[src/inc/usp_cfg.svh]
// Offsets, field positions, reset values and timing counts of the upstream port status logic
`ifndef USP_CFG_SVH
`define USP_CFG_SVH

// Configuration space byte offsets
`define USP_COMMAND_OFFSET 12'h004
`define USP_STATUS_OFFSET 12'h006
// Dword index holding command (low half) and status (high half)
`define USP_CMDSTS_DWORD 10'h001

// Status register field positions
`define USP_POISONED_RX_BIT 15
`define USP_ERROR_MSG_SENT_BIT 14
`define USP_UNSUPPORTED_CPL_BIT 13
`define USP_ABORT_CPL_RX_BIT 12
`define USP_ABORT_CPL_SENT_BIT 11
`define USP_SELECT_TIMING_HI 10
`define USP_SELECT_TIMING_LO 9
`define USP_MASTER_POISON_BIT 8
`define USP_BACK_TO_BACK_CAP_BIT 7
`define USP_STATUS_RSVD6_BIT 6
`define USP_HIGH_FREQ_CAP_BIT 5
`define USP_CAP_CHAIN_PRESENT_BIT 4
`define USP_INT_PENDING_BIT 3
`define USP_STATUS_RSVD_LO_HI 2
`define USP_STATUS_RSVD_LO_LO 0

// Command register field positions
`define USP_ERROR_MSG_ENABLE_BIT 8
`define USP_POISON_REPORT_ENABLE_BIT 6

// Reset values
`define USP_STATUS_RESET 16'h0010
`define USP_COMMAND_RESET 16'h0000

// Read answer latency in core clock cycles
`define USP_READ_LATENCY 1

`endif

[src/inc/usp_pkg.sv]
// Types shared by the upstream port status logic
package usp_pkg;

   // Number of event flags held in the status register
   localparam int USP_NUM_FLAGS = 6;

   // Events reported by the upstream port datapath, one-cycle pulses
   typedef struct packed {
      logic poisoned_tlp_rx;
      logic error_msg_sent;
      logic unsupported_cpl_rx;
      logic abort_cpl_rx;
      logic abort_cpl_sent;
      logic poisoned_cpl_rx;
      logic poisoned_wr_sent;
   } usp_events_t;

   // Configuration space access request
   typedef struct packed {
      logic rd;
      logic wr;
      logic [11:0] addr;
      logic [3:0] be;
      logic [31:0] wdata;
   } usp_cfg_req_t;

   // INTx virtual wire message
   typedef enum logic [1:0] {
      USP_INTA = 2'h0,
      USP_INTB = 2'h1,
      USP_INTC = 2'h2,
      USP_INTD = 2'h3
   } usp_intx_line_t;

   typedef struct packed {
      logic assert_msg;
      usp_intx_line_t line;
   } usp_intx_t;

endpackage

[src/usp_flag_cell.sv]
// One hardware-set, write-one-to-clear status flag
module usp_flag_cell (
   input wire logic clk,
   input wire logic rst_n,
   input wire logic set_pulse,
   input wire logic clr_pulse,
   output logic flag_q
);

   logic flag_d;

   // Set beats a clear in the same cycle
   assign flag_d = set_pulse | (flag_q & ~clr_pulse);

   // Flag storage, cleared by port reset
   always_ff @(posedge clk or negedge rst_n) begin
      if (!rst_n) begin
         flag_q <= 1'b0;
      end else begin
         flag_q <= flag_d;
      end
   end

endmodule

[src/usp_status_regs.sv]
// Upstream port command enables, status flags, config read/write port and INTx relay
`include "usp_cfg.svh"

// Functional notes
// - Poisoned TLP received on upstream port sets flag bit 15.
// - Bit 15 sets regardless of the poison-report enable.
// - Bit 14 sets when a fatal/nonfatal error message goes upstream while enabled.
// - Bit 13 sets on received completion with Unsupported Request status.
// - Bit 12 sets on received completion with Completer Abort status.
// - Bit 11 sets when the port answers a request with Completer Abort.
// - Bit 8 sets on poisoned completion received or poisoned write sent.
// - Bit 8 never sets while the poison-report enable is zero.
// - Select-timing field bits 10:9 read zero, writes ignored.
// - Back-to-back bit 7 and high-frequency bit 5 read zero.
// - Reserved bit 6 reads zero.
// - Reserved bits 2:0 read zero.
// - Capability-chain bit 4 always reads one.
// - Interrupt-pending bit 3 reads zero; port raises no own interrupt.
// - INTx messages from downstream ports are relayed out the upstream port.
// - Software clears a flag by writing one; writing zero leaves it.
// - Poison-report enable is command bit 6, gating the master-poison flag.
// - Error-message enable is command bit 8, allowing error messages upstream.
module usp_status_regs
   import usp_pkg::*;
(
   input wire logic CORE_CLK,
   input wire logic RESET_N,
   input wire usp_cfg_req_t CFG_REQ,
   output logic [31:0] CFG_RDATA,
   output logic CFG_RVALID,
   input wire usp_events_t EVENTS,
   output logic ERROR_MSG_ALLOW,
   output logic POISON_REPORT_EN,
   output logic [15:0] STATUS,
   input wire logic DSP_INTX_VALID,
   input wire usp_intx_t DSP_INTX,
   output logic DSP_INTX_READY,
   output logic USP_INTX_VALID,
   output usp_intx_t USP_INTX,
   input wire logic USP_INTX_READY
);

   // Reset synchroniser
   logic rst_meta_q;
   logic rst_sync_q;

   always_ff @(posedge CORE_CLK or negedge RESET_N) begin
      if (!RESET_N) begin
         rst_meta_q <= 1'b0;
         rst_sync_q <= 1'b0;
      end else begin
         rst_meta_q <= 1'b1;
         rst_sync_q <= rst_meta_q;
      end
   end

   // Access decode for the command/status dword
   wire dword_hit = (CFG_REQ.addr[11:2] == `USP_CMDSTS_DWORD);
   wire wr_hit = CFG_REQ.wr & dword_hit;
   wire rd_req = CFG_REQ.rd;
   wire wr_cmd_lo = wr_hit & CFG_REQ.be[0];
   wire wr_cmd_hi = wr_hit & CFG_REQ.be[1];
   wire [15:0] status_wdata = CFG_REQ.wdata[31:16];
   wire [15:0] status_lane_mask = {{8{CFG_REQ.be[3]}}, {8{CFG_REQ.be[2]}}};
   // Only event flag positions take a clear; fixed fields ignore writes
   localparam logic [15:0] status_w1c_mask = (16'h0001 << `USP_POISONED_RX_BIT)
      | (16'h0001 << `USP_ERROR_MSG_SENT_BIT)
      | (16'h0001 << `USP_UNSUPPORTED_CPL_BIT)
      | (16'h0001 << `USP_ABORT_CPL_RX_BIT)
      | (16'h0001 << `USP_ABORT_CPL_SENT_BIT)
      | (16'h0001 << `USP_MASTER_POISON_BIT);
   wire [15:0] status_w1c = wr_hit ? (status_wdata & status_lane_mask & status_w1c_mask) : 16'h0000;

   // Reset images of both registers, bit-selected where needed
   localparam logic [15:0] cmd_reset_val = `USP_COMMAND_RESET;
   localparam logic [15:0] status_reset_val = `USP_STATUS_RESET;

   // Command enables
   logic poison_report_enable_q;
   logic error_msg_enable_q;

   always_ff @(posedge CORE_CLK or negedge rst_sync_q) begin
      if (!rst_sync_q) begin
         poison_report_enable_q <= cmd_reset_val[`USP_POISON_REPORT_ENABLE_BIT];
         error_msg_enable_q <= cmd_reset_val[`USP_ERROR_MSG_ENABLE_BIT];
      end else begin
         if (wr_cmd_lo) begin
            poison_report_enable_q <= CFG_REQ.wdata[`USP_POISON_REPORT_ENABLE_BIT];
         end
         if (wr_cmd_hi) begin
            error_msg_enable_q <= CFG_REQ.wdata[`USP_ERROR_MSG_ENABLE_BIT];
         end
      end
   end

   assign POISON_REPORT_EN = poison_report_enable_q;
   assign ERROR_MSG_ALLOW = error_msg_enable_q;

   // Flag cell index of each event flag
   localparam int idx_poisoned_rx = 5;
   localparam int idx_error_msg_sent = 4;
   localparam int idx_unsupported_cpl = 3;
   localparam int idx_abort_cpl_rx = 2;
   localparam int idx_abort_cpl_sent = 1;
   localparam int idx_master_poison = 0;

   // Event qualification against the command enables
   wire poisoned_tlp_seen = EVENTS.poisoned_tlp_rx;
   wire error_msg_counted = EVENTS.error_msg_sent & error_msg_enable_q;
   wire unsupported_cpl_seen = EVENTS.unsupported_cpl_rx;
   wire abort_cpl_rx_seen = EVENTS.abort_cpl_rx;
   wire abort_cpl_sent_seen = EVENTS.abort_cpl_sent;
   wire master_poison_event = EVENTS.poisoned_cpl_rx | EVENTS.poisoned_wr_sent;
   wire master_poison_counted = master_poison_event & poison_report_enable_q;

   // Hardware set sources for each flag
   logic [USP_NUM_FLAGS-1:0] flag_set;
   logic [USP_NUM_FLAGS-1:0] flag_clr;
   logic [USP_NUM_FLAGS-1:0] flag_q;

   assign flag_set[idx_poisoned_rx] = poisoned_tlp_seen;
   assign flag_set[idx_error_msg_sent] = error_msg_counted;
   assign flag_set[idx_unsupported_cpl] = unsupported_cpl_seen;
   assign flag_set[idx_abort_cpl_rx] = abort_cpl_rx_seen;
   assign flag_set[idx_abort_cpl_sent] = abort_cpl_sent_seen;
   assign flag_set[idx_master_poison] = master_poison_counted;

   // Write-one-to-clear strobes, per flag position
   assign flag_clr[idx_poisoned_rx] = status_w1c[`USP_POISONED_RX_BIT];
   assign flag_clr[idx_error_msg_sent] = status_w1c[`USP_ERROR_MSG_SENT_BIT];
   assign flag_clr[idx_unsupported_cpl] = status_w1c[`USP_UNSUPPORTED_CPL_BIT];
   assign flag_clr[idx_abort_cpl_rx] = status_w1c[`USP_ABORT_CPL_RX_BIT];
   assign flag_clr[idx_abort_cpl_sent] = status_w1c[`USP_ABORT_CPL_SENT_BIT];
   assign flag_clr[idx_master_poison] = status_w1c[`USP_MASTER_POISON_BIT];

   // One flag cell per event flag
   genvar gi;
   generate
      for (gi = 0; gi < USP_NUM_FLAGS; gi++) begin : g_flag
         usp_flag_cell u_cell (
            .clk(CORE_CLK),
            .rst_n(rst_sync_q),
            .set_pulse(flag_set[gi]),
            .clr_pulse(flag_clr[gi]),
            .flag_q(flag_q[gi])
         );
      end
   endgenerate

   // Named views of the flag cells
   wire poisoned_rx_flag = flag_q[idx_poisoned_rx];
   wire error_msg_sent_flag = flag_q[idx_error_msg_sent];
   wire unsupported_cpl_flag = flag_q[idx_unsupported_cpl];
   wire abort_cpl_rx_flag = flag_q[idx_abort_cpl_rx];
   wire abort_cpl_sent_flag = flag_q[idx_abort_cpl_sent];
   wire master_poison_flag = flag_q[idx_master_poison];

   // Fixed fields of the status image, never written
   wire [1:0] select_timing = 2'h0;
   wire back_to_back_cap = 1'h0;
   wire high_freq_cap = 1'h0;
   wire status_rsvd6 = 1'h0;
   wire [2:0] status_rsvd_lo = 3'h0;
   wire cap_chain_present = status_reset_val[`USP_CAP_CHAIN_PRESENT_BIT];
   wire int_pending = 1'h0;

   // Status image, flags from the cells and fixed fields
   logic [15:0] status_image;

   always_comb begin
      status_image = 16'h0000;
      status_image[`USP_POISONED_RX_BIT] = poisoned_rx_flag;
      status_image[`USP_ERROR_MSG_SENT_BIT] = error_msg_sent_flag;
      status_image[`USP_UNSUPPORTED_CPL_BIT] = unsupported_cpl_flag;
      status_image[`USP_ABORT_CPL_RX_BIT] = abort_cpl_rx_flag;
      status_image[`USP_ABORT_CPL_SENT_BIT] = abort_cpl_sent_flag;
      status_image[`USP_SELECT_TIMING_HI:`USP_SELECT_TIMING_LO] = select_timing;
      status_image[`USP_MASTER_POISON_BIT] = master_poison_flag;
      status_image[`USP_BACK_TO_BACK_CAP_BIT] = back_to_back_cap;
      status_image[`USP_STATUS_RSVD6_BIT] = status_rsvd6;
      status_image[`USP_HIGH_FREQ_CAP_BIT] = high_freq_cap;
      status_image[`USP_CAP_CHAIN_PRESENT_BIT] = cap_chain_present;
      status_image[`USP_INT_PENDING_BIT] = int_pending;
      status_image[`USP_STATUS_RSVD_LO_HI:`USP_STATUS_RSVD_LO_LO] = status_rsvd_lo;
   end

   assign STATUS = status_image;

   // Command image, only the two enables are held
   logic [15:0] command_image;

   always_comb begin
      command_image = 16'h0000;
      command_image[`USP_POISON_REPORT_ENABLE_BIT] = poison_report_enable_q;
      command_image[`USP_ERROR_MSG_ENABLE_BIT] = error_msg_enable_q;
   end

   // Read data, registered; unmapped dwords read zero
   logic [31:0] rdata_q;
   logic rvalid_q;
   wire [31:0] cmdsts_image = {status_image, command_image};
   wire [31:0] rdata_d = dword_hit ? cmdsts_image : 32'h0000_0000;

   always_ff @(posedge CORE_CLK or negedge rst_sync_q) begin
      if (!rst_sync_q) begin
         rdata_q <= 32'h0000_0000;
         rvalid_q <= 1'b0;
      end else begin
         rvalid_q <= rd_req;
         if (rd_req) begin
            rdata_q <= rdata_d;
         end
      end
   end

   assign CFG_RDATA = rdata_q;
   assign CFG_RVALID = rvalid_q;

   // INTx relay: single holding stage toward the upstream link
   logic intx_valid_q;
   usp_intx_t intx_q;
   wire intx_take = DSP_INTX_VALID & DSP_INTX_READY;
   wire intx_drain = intx_valid_q & USP_INTX_READY;

   assign DSP_INTX_READY = ~intx_valid_q | USP_INTX_READY;

   always_ff @(posedge CORE_CLK or negedge rst_sync_q) begin
      if (!rst_sync_q) begin
         intx_valid_q <= 1'b0;
         intx_q <= '0;
      end else begin
         if (intx_take) begin
            intx_valid_q <= 1'b1;
            intx_q <= DSP_INTX;
         end else if (intx_drain) begin
            intx_valid_q <= 1'b0;
         end
      end
   end

   assign USP_INTX_VALID = intx_valid_q;
   assign USP_INTX = intx_q;

endmodule

[config.mk]
export PLATFORM = sky130hd
export DESIGN_NAME = usp_status_regs
export DESIGN_NICKNAME = d
export VERILOG_FILES = /design/src/inc/usp_pkg.sv /design/src/usp_flag_cell.sv /design/src/usp_status_regs.sv
export VERILOG_INCLUDE_DIRS = /design/src /design/src/inc
export SDC_FILE = /design/constraint.sdc
export NUM_CORES = 1
export LEC_CHECK = 0
export ABC_AREA = 1
export BUFFER_PORTS_ARGS = -buffer_cell sky130_fd_sc_hd__buf_2
export CAP_MARGIN = 20
export CORE_ASPECT_RATIO = 1.4
export CORE_MARGIN = 2
export CORE_UTILIZATION = 41
export DETAILED_ROUTE_END_ITERATION = 16
export PLACE_DENSITY = 0.89
export SLEW_MARGIN = 20
export SYNTH_ARGS = -nofsm -noshare
export SYNTH_HDL_FRONTEND = slang
export SYNTH_SLANG_ARGS = --single-unit
[constraint.sdc]
create_clock -name CORE_CLK -period 1.05 [get_ports CORE_CLK]
set_input_delay 0.0525 -clock CORE_CLK [delete_from_list [all_inputs] [get_ports CORE_CLK]]
set_output_delay 0.0525 -clock CORE_CLK [all_outputs]
set_load 0.02 [all_outputs]
# ---- Word level (Yosys, flattened, before mapping)
# Index checks and enable logic that the tools add are counted.
dict set report classes {
  n_eq_ne 1
  reduce_logical 1
  mux 4
  bitwise_logic 29
}
# operator count
set op_table {}
lappend op_table {{$mux 32} 1}
lappend op_table {{$and 16x16->16} 1}
lappend op_table {{$mux 16} 1}
lappend op_table {{$and 1x1->1} 13}
lappend op_table {{$eq 10x1->1 const B} 1}
lappend op_table {{$or 1x1->1} 8}
lappend op_table {{$not 1->1} 7}
lappend op_table {{$mux 1} 2}
lappend op_table {{$reduce_bool 2->1} 1}
dict set report totals {
  wordCells 50
  register_bits 47
  out_inout_bits 56
  inputBits 64
}

# ---- Depth between registers and ports, before layout
# Gate-level depths: netlist (run 1).
dict set report logic_depth {
  ltp_word 6
  depth_mapped 8
  depth_no_buf 7
}

# ---- Hierarchy
# Synthesis (run 1) repeated with hierarchy kept, for this count alone.
dict set report unflattened {
  hier_cells 177
  hier_area_um2 1402.6
}
# module n_inst cells_per_inst area_per_inst_um2
set modules_own_cells {}
lappend modules_own_cells {usp_status_regs 1 147 1162.4}
lappend modules_own_cells {usp_flag_cell 6 5 40.0}

# ---- Worst setup path before layout (run 1)
# OpenSTA, ideal clock, no wires.
dict set report synth_timing {
  path_type {register to register}
  startpoint {register intx_valid_q, in the netlist USP_INTX_VALID}
  endpoint {register intx_q, in the netlist USP_INTX[0]}
  path_buffers 0
  setup_ns 0.125
  synth_period_minus_slack_ns 1.270
  setup_slack_ns -0.220
  path_stages_with_launch 4
  t_arrival_ns 1.145
  path_cell_list {dfrtp_1 nand2_1 nand2_1 mux2_2}
}
dict set report synth_between {
  elab_chain_len 3
}
# element line
set synth_rtl {}
lappend synth_rtl {{start: declaration} usp_status_regs.sv:220} ;# logic intx_valid_q;
lappend synth_rtl {{start signal: assignment} usp_status_regs.sv:229} ;# intx_valid_q <= 1'b0;
lappend synth_rtl {{start signal: assignment} usp_status_regs.sv:233} ;# intx_valid_q <= 1'b1;
lappend synth_rtl {{start signal: assignment} usp_status_regs.sv:236} ;# intx_valid_q <= 1'b0;
lappend synth_rtl {{$not 1->1} usp_status_regs.sv:225} ;# assign DSP_INTX_READY = ~intx_valid_q | USP_INTX_READY;
lappend synth_rtl {{$or 1x1->1} usp_status_regs.sv:225}
lappend synth_rtl {{named net DSP_INTX_READY} usp_status_regs.sv:37} ;# output logic DSP_INTX_READY,
lappend synth_rtl {{$and 1x1->1} usp_status_regs.sv:222} ;# wire intx_take = DSP_INTX_VALID & DSP_INTX_READY;
lappend synth_rtl {{end signal: assignment} usp_status_regs.sv:230} ;# intx_q <= '0;
lappend synth_rtl {{end signal: assignment} usp_status_regs.sv:234} ;# intx_q <= DSP_INTX;
lappend synth_rtl {{end: declaration} usp_status_regs.sv:221} ;# usp_intx_t intx_q;
# The timed path passes the listed nets, and every way through them passes these cells.
# A chain may end at the register's enable or synchronous reset.

# ---- Worst setup path after layout (run 1)
dict set report layout_timing {
  startpoint {register intx_valid_q, in the netlist USP_INTX_VALID}
  endpoint {output DSP_INTX_READY}
}
dict set report layout_between {
  elab_chain_len 2
}
# element line
set layout_rtl {}
lappend layout_rtl {{$not 1->1} usp_status_regs.sv:225}
lappend layout_rtl {{$or 1x1->1} usp_status_regs.sv:225}
lappend layout_rtl {{end: declaration} usp_status_regs.sv:37}
# No other way between the ends.

==> impl.org, run 1 <==
** Place
- At the end of routability-driven placement, the weighted congestion stood at 0.690.
- Summed over all nets, the half-perimeter wirelength after detailed placement is 2070 um.
- During placement, the flow inserted port buffers numbering 59.

** Die
- Width of the die :: 53.2 um
- The die covers 0.00388 mm^2.
- Pin placement for this block handled 120 I/O pins.
- Vertical die dimension :: 72.9 um
- After floorplanning, the core was divided into 25 placement rows.
- The total area inside the core boundary comes to 0.00332 mm^2.
- Initial Util :: 42.0%

** Logic synthesis
- In this run, synthesis produced a sequential element count of 24.
- In this run the cell area of the synthesized design comes to 0.00139 mm^2.
- Gate count after technology mapping :: 166
- The share of the Yosys chip area taken by registers is 43.2%.
- After synthesis, the mean cell area works out to 8.38 um^2.
- For this run, the number of Yosys warnings is 0.
- Count of cell types in the netlist :: 17

** Clock tree
- CTS saw 24 sinks.
- Post CTS Setup Buffer Count :: 0
- # resized after CTS :: 0
- Clock tree from TritonCTS :: done
- The tree is rooted in a sky130_fd_sc_hd__clkbuf_8.
- In this run the deepest clock path goes through 2 buffers.
- Clock latency on the worst-skew pair, taken at its later pin, is 0.26 ns.
- Total of hold buffers inserted after clock tree synthesis :: 5
- TritonCTS created 3 clock buffers.
- In this run the number of H-tree levels came out at 1.
- Clock-pin slew was measured on the worst setup and hold paths at 0.08 ns.

** Detailed routing
- Remaining DRCs :: 0
- Drt first-iter violations :: 15
- Dividing the detail-routed wire length by the instance count gives 9.43 um.
- Final wirelength :: 2530 um
- Routed via count :: 1135
- Vias per inst :: 4.24
- The detail route stage leaves a number of antenna-violating nets equal to 0.
- For this run, the detailed router's first-pass iteration total came to 4.

** Setup path
- Top fanout value on the critical path :: 3
- Critical Path Max Stage Delay :: 0.42 ns
- Required arrival time at the worst endpoint :: 1.00 ns
- Data arrival time at the worst-slack endpoint :: 0.91 ns
- The signal on the critical path passes through nand2_4, buf_2.
- Cell type of the slowest stage on the worst timing path :: sky130_fd_sc_hd__dfrtp_2
- The setup path with the least slack is of type reg -> out.
- Worst Setup Start Kind :: flop
- Critical path capture point type :: primary output

** STA
- Worst hold slack after final layout :: 0.00642 ns
- For this run, the top clock speed supported by timing is 1.04 GHz.
- Crit path time final :: 0.965 ns
- Final hold viol count :: 0
- Largest clock skew in the final design :: 0.00287 ns
- Fin. max-slew vios :: 0
- Setup repair after global routing missed its margin :: false
- Adding up every negative setup slack in the final design gives 0 ns.
- Final number of setup-violating endpoints :: 0
- Share of the clock period used by the worst path after layout :: 91.9%

** Job
- Across the run, the number of max-cap violations was 0.

** Global route
- Vias in the first global route :: 976
- After global routing the overflow that remains totals 0.
- Number of antenna violations at the first check in global routing :: 0
- The first global-routing pass estimated 4120 um of wire.
- Entering global routing, the biggest net connects 19 pins.
- Global routing used 13.5% of the available tracks across all layers.

** Power and ir drop
- Power spread over the standard cell area amounts to 1160 mW/mm^2.
- Summed over all cells, the static leakage comes to 0.966 nW.
- IR analysis of the VDD net gives a maximum drop of 0.691 mV.

** Final layout
- Across the whole layout, storage elements account for 602 um^2.
- Fraction of layout instances using a drive strength above 1 :: 34.6%
- The final layout contains 293 nets.
- Count of filler cells inserted in the layout :: 321
- From synthesis to final layout, the design area changed by 23.0%.
- The multi-input combinational cells in the finished layout cover a total of 527 um^2.
- Antenna cell count :: 0

** Run status
- The flow ran to the end, and the final reports show no timing, DRC or antenna violations.

** Min path
- The tightest min-delay check is of the in -> reg type.
-- worst max-delay path: cells and delay by family, from the launching register on --
kind / cells / cell delay (ns)
buf+inv: 1 / 0.16
flops: 1 / 0.42
simple gates: 1 / 0.08
-- layout make-up --
class | instances | share of cell area [%]
Clock buffer | 4 | 3.22
Inverter | 22 | 4.82
Multi-Input combinational cell | 109 | 30.8
Sequential cell | 24 | 35.2
Tap cell | 40 | 2.92
Timing Repair Buffer | 69 | 23.1
-- layout by cell type (no fill, tap or decap), types with 2 or more instances in the layout --
master	n
sky130_fd_sc_hd__nor2_1	7
sky130_fd_sc_hd__nand2_4	2
sky130_fd_sc_hd__buf_4	4
sky130_fd_sc_hd__dlygate4sd3_1	5
sky130_fd_sc_hd__o21ai_0	9
sky130_fd_sc_hd__clkbuf_8	4
sky130_fd_sc_hd__nand2_1	31
sky130_fd_sc_hd__inv_1	22
sky130_fd_sc_hd__nand3b_1	6
sky130_fd_sc_hd__buf_2	59
sky130_fd_sc_hd__conb_1	34
sky130_fd_sc_hd__nand3_1	8
sky130_fd_sc_hd__nor2_2	2
sky130_fd_sc_hd__dfrtp_1	23
sky130_fd_sc_hd__mux2_2	4
sky130_fd_sc_hd__nand4_1	4
-- synthesized netlist by cell type, drive strengths merged --
library cell  count  area share, %
buf              41             22
clkbuf            2           0.54
conb              2           0.54
dfrtp            24             43
inv              22            5.9
mux2              4            3.2
nand2            33            8.9
nand3             9            3.6
nand3b            6            3.2
nand4             4            1.8
nor2             10            3.6
o21ai             9            3.2
-- worst paths after layout --
path | start | to | slack (ns) | depth (start not counted)
min in group asynchronous | rst_sync_q$_DFF_PN0_ | USP_INTX[2]$_DFFE_PN0P_ | 0.10 | 0
hold / removal | EVENTS[5] | g_flag[4].u_cell.flag_q$_DFF_PN0_ | 0.006 | 3
max in group asynchronous | rst_sync_q$_DFF_PN0_ | CFG_RDATA[6]$_DFFE_PN0P_ | 0.59 | 1
hold reg to reg | rst_sync_q$_DFF_PN0_ | USP_INTX[2]$_DFFE_PN0P_ | 0.10 | 0
setup reg to reg | USP_INTX_VALID$_DFFE_PN0P_ | USP_INTX[1]$_DFFE_PN0P_ | 0.10 | 3
setup / recovery | USP_INTX_VALID$_DFFE_PN0P_ | DSP_INTX_READY | 0.09 | 2
-- stage by stage --
| step | instances | power (mW) | utilization (%) | cell area (um^2) | setup WS (ns) |
|---|---|---|---|---|---|
| 4_1_cts | 268 | 2.00 | 51.6 | 1710 | 0.0710 |
| 6_report | 268 | 1.98 | 51.6 | 1710 | 0.0850 |
| 3_5_place_dp | 259 | 1.39 | 48.5 | 1610 | -0.0127 |
| 2_1_floorplan | 198 | 1.35 | - | 1530 | 0.00249 |
| 5_1_grt | 268 | 2.08 | 51.6 | 1710 | 0.0457 |
| 3_3_place_gp | 259 | 1.38 | 48.5 | 1610 | 0.0415 |
-- kinds of logic after synthesis --
group                  synth area share [%]
AOI/OAI and AO/OA                      3.24
buffers and inverters                  28.7
DFF                                    43.2
muxes                                  3.24
other                                 0.540
and+or+nand+nor                        21.1
-- registers in the layout, summed over array words and instances, names as in the netlist --
name                  flops
rst_meta_q                1
CFG_RDATA                 9
CFG_RVALID                1
USP_INTX                  3
USP_INTX_VALID            1
rst_sync_q                1
ERROR_MSG_ALLOW           1
POISON_REPORT_EN          1
g_flag.u_cell.flag_q      6
-- metal layers --
metal	vias to the layer above	track usage, %	part of all wire (%)
met3	2	1.64	8.5
li1	561	-	-
met5	-	0	0
met2	55	25.1	54
met4	0	3.42	0.95
met1	517	15.8	36
-- power by group --
part | internal, mW | switching (mW)
Clock | 0.334 | 0.266
Combinational | 0.137 | 0.259
Sequential | 0.962 | 0.0250
Total | 1.43 | 0.550
Power figures use the tool's default switching activity.
==> run 2: changes to the inputs <==
--- a/config.mk
+++ b/config.mk
@@ -7,13 +7,13 @@
 export NUM_CORES = 1
 export LEC_CHECK = 0
 export ABC_AREA = 1
-export BUFFER_PORTS_ARGS = -buffer_cell sky130_fd_sc_hd__buf_2
+export BUFFER_PORTS_ARGS = -buffer_cell sky130_fd_sc_hd__buf_4
 export CAP_MARGIN = 20
 export CORE_ASPECT_RATIO = 1.4
 export CORE_MARGIN = 2
-export CORE_UTILIZATION = 41
+export CORE_UTILIZATION = 38
 export DETAILED_ROUTE_END_ITERATION = 16
-export PLACE_DENSITY = 0.89
+export PLACE_DENSITY = 0.83
 export SLEW_MARGIN = 20
 export SYNTH_ARGS = -nofsm -noshare
 export SYNTH_HDL_FRONTEND = slang
==> constraint.sdc (replaced) <==
create_clock -name CORE_CLK -period 0.9 [get_ports CORE_CLK]
set_input_delay 0.045 -clock CORE_CLK [delete_from_list [all_inputs] [get_ports CORE_CLK]]
set_output_delay 0.045 -clock CORE_CLK [all_outputs]
set_load 0.02 [all_outputs]
==> run 2 against run 1 <==
Against the previous run: the flow now finishes with violations (setup timing); register-to-register slack got worse by 0.20 ns; via count rose by 4.3%; critical path type unchanged; clock-buffer cell count fell by 1; largest power group unchanged; clock power rose by 54%; sequential power rose by 18%.
==> impl.org, run 2 (synthesis results as in run 1) <==
** Clock tree
- After clock tree synthesis, the clock-pin slew on the worst setup and hold paths is 0.08 ns.
- Clock tree from TritonCTS :: done
- Number of clock sinks seen by CTS :: 24
- Clk Latency, worst-skew pair :: 0.27 ns
- Root buffer cell :: sky130_fd_sc_hd__clkbuf_8
- In this run the number of H-tree levels came out at 1.
- No sink is reached through more buffers than the 2 on the longest clock path.
- Number of buffers created by CTS :: 3

** Run status
- The flow ran to the end, but the final reports show violations.
- Violated checks :: setup timing

** Place
- Including well taps, the total number of placed cells is 261.
- At the end of routability-driven placement, the weighted congestion stood at 0.650.
- The count of buffers added on input and output ports is 59.
- Placed wire-length estimate after detailed placement :: 2270 um
- The placed instances occupy a cell area of 0.00177 mm^2.

** Setup path
- Cell type of the slowest stage on the worst timing path :: sky130_fd_sc_hd__dfrtp_2
- Among the stages of the critical path, the cell type that occurs most often is sky130_fd_sc_hd__buf_6.
- Category of the critical setup timing path :: reg -> out
- Worst Setup Start Kind :: flop
- Critical Path Max Stage Delay :: 0.43 ns
- Critical path capture point type :: primary output
- Of all nets on the critical path, the largest fanout is 2.
- Walking the worst path, the cells encountered are nand2_4, buf_6, buf_6.
- STA puts the critical path data required time at 0.85 ns.
- At the worst endpoint, the arrival time is 0.96 ns.

** Detailed routing
- Detailed routing inserted a total of 1184 vias.
- Drt first-iter violations :: 10
- The count of nets left with antenna violations once routing finished came out at 0.
- Post-DR wirelength/cell :: 11.0 um
- In the routed design, unresolved DRC markers number 0.
- For this block, the routed nets add up to 3100 um of wire.
- The first detailed-routing pass took 4 iterations.
- Vias per inst :: 4.20

** Global route
- Total global routing overflow :: 0
- Global routing consumed, over all layers together, 14.3% of the routing resources.
- The initial antenna violation count was 0.
- The first global-routing pass estimated 4240 um of wire.
- The number of global-route vias before repair came to 1007.
- Entering global routing, the biggest net connects 20 pins.

** Die
- Rows :: 26
- Width of the die :: 55.1 um
- The core region is 0.00358 mm^2.
- Die area :: 0.00417 mm^2
- Initial Util :: 38.9%
- Num ports :: 120
- Vertical die dimension :: 75.6 um

** STA
- Fin. max-slew vios :: 0
- Based on the critical path, the design can be clocked at up to 0.991 GHz.
- Slack of the critical path :: -0.109 ns
- Between clock sinks in the finished design, the worst skew comes to 0.00342 ns.
- Final number of setup-violating endpoints :: 5
- Setup repair after global routing could not meet its margin everywhere.
- The worst path in the final design needs a cycle of 1.01 ns, including I/O delays and setup.
- The worst path uses 112% of the clock period.
- Final hold viol count :: 0

** Final layout
- Fraction of layout instances using a drive strength above 1 :: 37.5%
- After the last flow step, the layout net total stands at 305.
- Summing all non-filler instances in the final layout gives an area of 0.00202 mm^2.
- The library cell used most frequently in the layout, excluding fill and tap cells, is sky130_fd_sc_hd__buf_4.
- Leading cell types in the layout, fill and taps excluded :: 67 x sky130_fd_sc_hd__buf_4, 34 x sky130_fd_sc_hd__conb_1, 30 x sky130_fd_sc_hd__nand2_1
- Count of filler cells inserted in the layout :: 311
- Leaving out filler cells and counting taps, the final layout contains 282.
- Area added between synthesis and finish :: 45.1%
- Antenna cell count :: 0
- Number of flip-flops in the largest register :: 9

** Power and ir drop
- Design Power :: 2.69 mW
- For this design the ratio of total power to cell area is 1330 mW/mm^2.
- Across the VDD grid, the largest voltage drop is 1.03 mV.
- Of the total power, the share spent switching nets is 25.8%.
- In this run, the clock network consumes 34.3% of the power.
- Internal Dissipation :: 2.00 mW
- In this run, the combinational gates consume 22.7% of the power.
- Switching power :: 0.696 mW
- Sequential fraction of design power :: 43.0%
- Summed over all cells, the static leakage comes to 1.09 nW.

** Min path
- In this run the worst hold path is classified as in -> reg.

** Job
- Reported max-cap violation count :: 0
[run 2: critical path: cells and delay by family (launching register included)]
family	cells	cell delay [ns]
flops	1	0.43
simple gates	1	0.08
buf+inv	2	0.19
[run 2: power by group through the flow]
stage / Clock [mW] / Combinational, mW / Sequential, mW
after floorplan: 0 / 0.363 / 1.22
after global placement: 0 / 0.518 / 1.17
after detailed placement: 0 / 0.529 / 1.18
after CTS: 0.935 / 0.570 / 1.16
after global routing: 0.966 / 0.662 / 1.16
final: 0.925 / 0.612 / 1.16
[run 2: through the flow]
stage	hold slack (ns)	worst slack [ns]	setup TNS (ns)	util, %
final	0.00966	-0.109	-0.395	56.4
after global routing	0.0192	-0.146	-0.576	56.4
after CTS	0.00796	-0.125	-0.384	54.4
after detailed placement	-0.170	-0.106	-0.906	49.4
after global placement	-0.172	-0.0667	-0.464	49.4
after floorplan	-0.251	-0.148	-0.443	-
[run 2: what timing repair did]
action / CTS / global route
hold buffers: 7 / 0
buffers inserted: 4 / 6
pin swaps: 1 / 1
endpoints found under the hold margin: 8 / 0
resized for setup: 2 / 7
setup endpoints to repair: 8 / 11
[run 2: final timing paths]
path	from	endpoint	slack, ns	depth (start not counted)
hold reg to reg	rst_sync_q$_DFF_PN0_	USP_INTX[0]$_DFFE_PN0P_	0.08	0
min in group asynchronous	rst_sync_q$_DFF_PN0_	USP_INTX[0]$_DFFE_PN0P_	0.08	0
setup / recovery	USP_INTX_VALID$_DFFE_PN0P_	DSP_INTX_READY	-0.11	3
max in group asynchronous	rst_sync_q$_DFF_PN0_	USP_INTX_VALID$_DFFE_PN0P_	0.45	1
hold / removal	DSP_INTX[0]	USP_INTX[0]$_DFFE_PN0P_	0.01	2
setup reg to reg	USP_INTX_VALID$_DFFE_PN0P_	USP_INTX[1]$_DFFE_PN0P_	-0.10	3
[run 2: final cells by class]
cell class | count | area, um^2 | area share (%)
repair buffers | 81 | 669 | 33.2
flip-flops and latches | 24 | 602 | 29.8
multi-input cells | 109 | 541 | 26.8
inverters | 22 | 82.6 | 4.09
well taps | 42 | 52.6 | 2.60
clock buffers | 3 | 41.3 | 2.05
clock inverters | 1 | 30.0 | 1.49
[run 2: routing by layer]
layer | up-vias | GRT usage, % | part of all wire (%)
met5 | - | 0 | 0
met4 | 0 | 6.50 | 1.9
met3 | 5 | 1.18 | 7.1
met2 | 62 | 28.6 | 57
met1 | 530 | 14.2 | 34
li1 | 587 | - | -
==> run 3: changes to the inputs <==
--- a/config.mk
+++ b/config.mk
@@ -6,14 +6,15 @@
 export SDC_FILE = /design/constraint.sdc
 export NUM_CORES = 1
 export LEC_CHECK = 0
-export ABC_AREA = 1
+export ABC_AREA = 0
 export BUFFER_PORTS_ARGS = -buffer_cell sky130_fd_sc_hd__buf_4
 export CAP_MARGIN = 20
 export CORE_ASPECT_RATIO = 1.4
 export CORE_MARGIN = 2
-export CORE_UTILIZATION = 38
+export CORE_UTILIZATION = 37
 export DETAILED_ROUTE_END_ITERATION = 16
-export PLACE_DENSITY = 0.83
+export PLACE_DENSITY = 0.82
+export SKIP_CTS_REPAIR_TIMING = 1
 export SLEW_MARGIN = 20
 export SYNTH_ARGS = -nofsm -noshare
 export SYNTH_HDL_FRONTEND = slang
==> run 3 against run 2 <==
Against the previous run: the run ends with hold timing, setup timing left; clock skew is 0.0016 ns lower; non-clock buffer count is 3 lower; sequential power hardly changed; hold slack worse by 0.012 ns; clock power hardly changed; total power is 3.8% lower; largest power group unchanged; highest routed layer unchanged.
==> impl.org, run 3 <==
** Run status
- Status :: finished with violations
- The checks that failed: hold timing, setup timing.

** STA
- Setup repair after global routing could not meet its margin everywhere.
- Hold timing on the final database bottoms out at a slack of -0.00187 ns.
- Timing would allow up to 0.831 GHz.
- Setup violations remaining at the end of the flow were counted as 22.
- The worst path uses 134% of the clock period.
- The hold violation total from the final report is 1.
- Fin. max-slew vios :: 0
- Setup slack on the critical path of the routed design comes to -0.303 ns.
- Largest clock skew in the final design :: 0.00180 ns
- Crit path time final :: 1.20 ns

** Place
- Input and output buffers added on the ports amount to 59.
- Placed wire-length estimate after detailed placement :: 2060 um
- The congestion estimate from routability-driven global placement came to 0.680.
- Cell area after placement :: 0.00174 mm^2

** Setup path
- The signal on the critical path passes through buf_4, or4_4, or3_4, buf_12, mux2i_4.
- The critical path starts at CFG_REQ[46].
- On the worst path, the slowest cell contributes a delay of 0.55 ns.
- Crit path to :: CFG_RDATA[20]$_DFFE_PN0P_
- At the worst endpoint, the required time is 1.09 ns.
- STA classifies the critical path startpoint as an input port.
- CP delay by family, top :: simple AND/OR/NAND/NOR gates
- The worst register-to-register path ends at USP_INTX[2]$_DFFE_PN0P_.
- In this run the worst path has a maximum fanout of 5.
- Together, buffers and inverters on the worst path number 2.
- The slowest stage of the critical path is the sky130_fd_sc_hd__or4_4 cell.
- Count of cell instances traversed by the critical path :: 5
- Launching point of the worst reg2reg path :: USP_INTX_VALID$_DFFE_PN0P_
- Category of the critical setup timing path :: in -> reg
- Data arrives at the worst endpoint at 1.40 ns.
- Setup slack on the worst reg-to-reg path comes out at -0.07 ns.
- Register-to-Register Path Depth :: 3
- The worst setup path is captured at a flop.

** Clock tree
- Counting every sink on the clock net gives 24.
- Counting the buffers created by CTS gives 3.
- Counting along the longest clock path gives a buffer depth of 2.
- CTS built an H-tree with a depth of 1.
- Clk Latency, worst-skew pair :: 0.26 ns
- Clock edge transition at the registers on the reported setup and hold paths :: 0.08 ns
- Clock tree synthesis selected as its root buffer the cell sky130_fd_sc_hd__clkbuf_8.
- TritonCTS built the clock tree.

** Die
- The floorplan has 26 rows.
- Num ports :: 120
- Vertical die dimension :: 75.4 um
- Width of the die :: 55.0 um
- For this configuration, the core starts out at a cell density of 37.7%.
- Die area :: 0.00415 mm^2
- The core region is 0.00358 mm^2.

** Logic synthesis
- Count of cell types in the netlist :: 21
- Cell accounting for the most synthesized area :: sky130_fd_sc_hd__dfrtp_1
- During synthesis, Yosys emitted a total of 0 warnings.
- Most instantiated cells after synthesis :: 39 x sky130_fd_sc_hd__buf_4, 24 x sky130_fd_sc_hd__dfrtp_1, 14 x sky130_fd_sc_hd__inv_1, 12 x sky130_fd_sc_hd__nand2_1, 8 x sky130_fd_sc_hd__o22ai_2
- Top post-synthesis cells by area :: sky130_fd_sc_hd__dfrtp_1 45%, sky130_fd_sc_hd__buf_4 22%, sky130_fd_sc_hd__o22ai_2 7.4%
- Sequential area share after synthesis :: 44.5%
- Gate count after technology mapping :: 130
- Count leader, synth :: sky130_fd_sc_hd__buf_4
- Synthesized flop and latch total :: 24
- Average size of a mapped cell :: 10.4 um^2
- Share of async-settable or async-resettable flops after synthesis :: 100%
- Post-Syn Area :: 0.00135 mm^2
- Top flip-flop cell by instance count after synthesis :: sky130_fd_sc_hd__dfrtp_1
- Post-synth top area share :: 44.5%
- Yosys mapped a number of flops with a built-in enable equal to 0.

** Global route
- Maximum number of pins on one net before global-route repair :: 19
- Global routing used 11.7% of the available tracks.
- The initial antenna violation count was 0.
- After global routing the overflow that remains totals 0.
- The number of global-route vias before repair is 859.
- The first global-routing pass estimated 3420 um of wire.

** Detailed routing
- In the routed layout, each cell is associated on average with a via count of 4.29.
- Dividing the detail-routed wire length by the instance count gives 11.0 um.
- First drt pass iteration count :: 4
- Routed via count :: 1046
- Drt first-iter violations :: 8
- Final wirelength :: 2680 um
- Number of nets with antenna violations after routing :: 0
- Remaining DRCs :: 0

** Final layout
- Post-route design area :: 0.00202 mm^2
- Count of filler cells inserted in the layout :: 310
- Combined area of the multi-input logic cells :: 557 um^2
- Most frequent standard cell in the layout excluding fill and tap cells :: sky130_fd_sc_hd__buf_4
- Leading cell types in the layout, fill and taps excluded :: 59 x sky130_fd_sc_hd__buf_4, 34 x sky130_fd_sc_hd__conb_1, 22 x sky130_fd_sc_hd__dfrtp_1
- Antenna cell count :: 0
- Cells with a size suffix above 1 make up 49.5% of the layout.
- Across the whole layout, storage elements account for 603 um^2.
- Area added between synthesis and finish :: 49.5%
- Total Nets Final :: 267
- The register with the most flip-flops in the layout has 9 of them.

** Power and ir drop
- For this design the static power due to leakage is 1.01 nW.
- VDD IR-drop max :: 0.691 mV
- Design Power :: 2.59 mW
- PwrDens :: 1280 mW/mm^2

** Min path
- The min-delay analysis places its worst path in the category in -> reg.

** Job
- The tool flagged a number of max-cap violations equal to 0.
run 3: cell types whose count changed after synthesis, sizes merged, moves of 4 or more:
cell	before	now
nand3	9	0
a31oi	0	5
nand3b	6	0
inv	22	14
o22ai	0	8
nand2	33	12
nor2	10	4
nand4	4	0
o21ai	9	2
run 3: worst min path at each step:
stage | slack (ns) | end | startpoint | depth (start not counted)
after floorplan | -0.25 | rst_meta_q$_DFF_PN0_ | RESET_N | 0
after global placement | -0.17 | rst_sync_q$_DFF_PN0_ | RESET_N | 1
after detailed placement | -0.17 | rst_meta_q$_DFF_PN0_ | RESET_N | 1
after CTS | -0.46 | rst_meta_q$_DFF_PN0_ | RESET_N | 1
after global routing | -0.004 | USP_INTX_VALID$_DFFE_PN0P_ | DSP_INTX_VALID | 2
final | -0.002 | USP_INTX_VALID$_DFFE_PN0P_ | DSP_INTX_VALID | 2
run 3: metal layers:
metal	GRT usage, %	part of all wire (%)	up-vias
li1	-	-	495
met1	10.5	33	489
met2	23.3	57	57
met3	1.18	8.0	5
met4	7.32	2.2	0
met5	0	0	-
run 3: logic make-up (layout without fill, tap and decap cells):
family / count (synthesis) / count (layout) / share of synthesized area, %
buffers and inverters: 56 / 96 / 27.0
AND/OR/NAND/NOR: 26 / 26 / 10.9
flip-flops: 24 / 24 / 44.5
AO/OA/AOI/OAI: 16 / 16 / 11.1
multiplexers: 6 / 6 / 5.84
other: 2 / 34 / 0.557
run 3: stage by stage:
| step | instances | TNS [ns] | util [%] | setup WS [ns] | hold WS, ns |
|---|---|---|---|---|---|
| detailed placement | 227 | -9.49 | 48.6 | -0.597 | -0.171 |
| floorplan | 162 | -6.60 | - | -0.426 | -0.251 |
| CTS | 231 | -4.99 | 50.6 | -0.312 | -0.464 |
| global placement | 227 | -9.06 | 48.6 | -0.599 | -0.172 |
| global route | 244 | -5.07 | 56.4 | -0.315 | -0.00367 |
| finish | 244 | -4.60 | 56.4 | -0.303 | -0.00187 |
run 3: layout make-up:
type / instances / area share [%]
clock buffers: 3 / 2.05
clock inverters: 1 / 1.49
inverters: 14 / 2.61
multi-input cells: 82 / 27.6
flip-flops and latches: 24 / 29.9
well taps: 42 / 2.61
repair buffers: 78 / 33.7
run 3: where the power goes:
group          switching (mW)  leakage, nW  internal (mW)
combinational           0.290        0.689          0.238
sequential             0.0254        0.289           1.11
clock                   0.327       0.0357          0.594
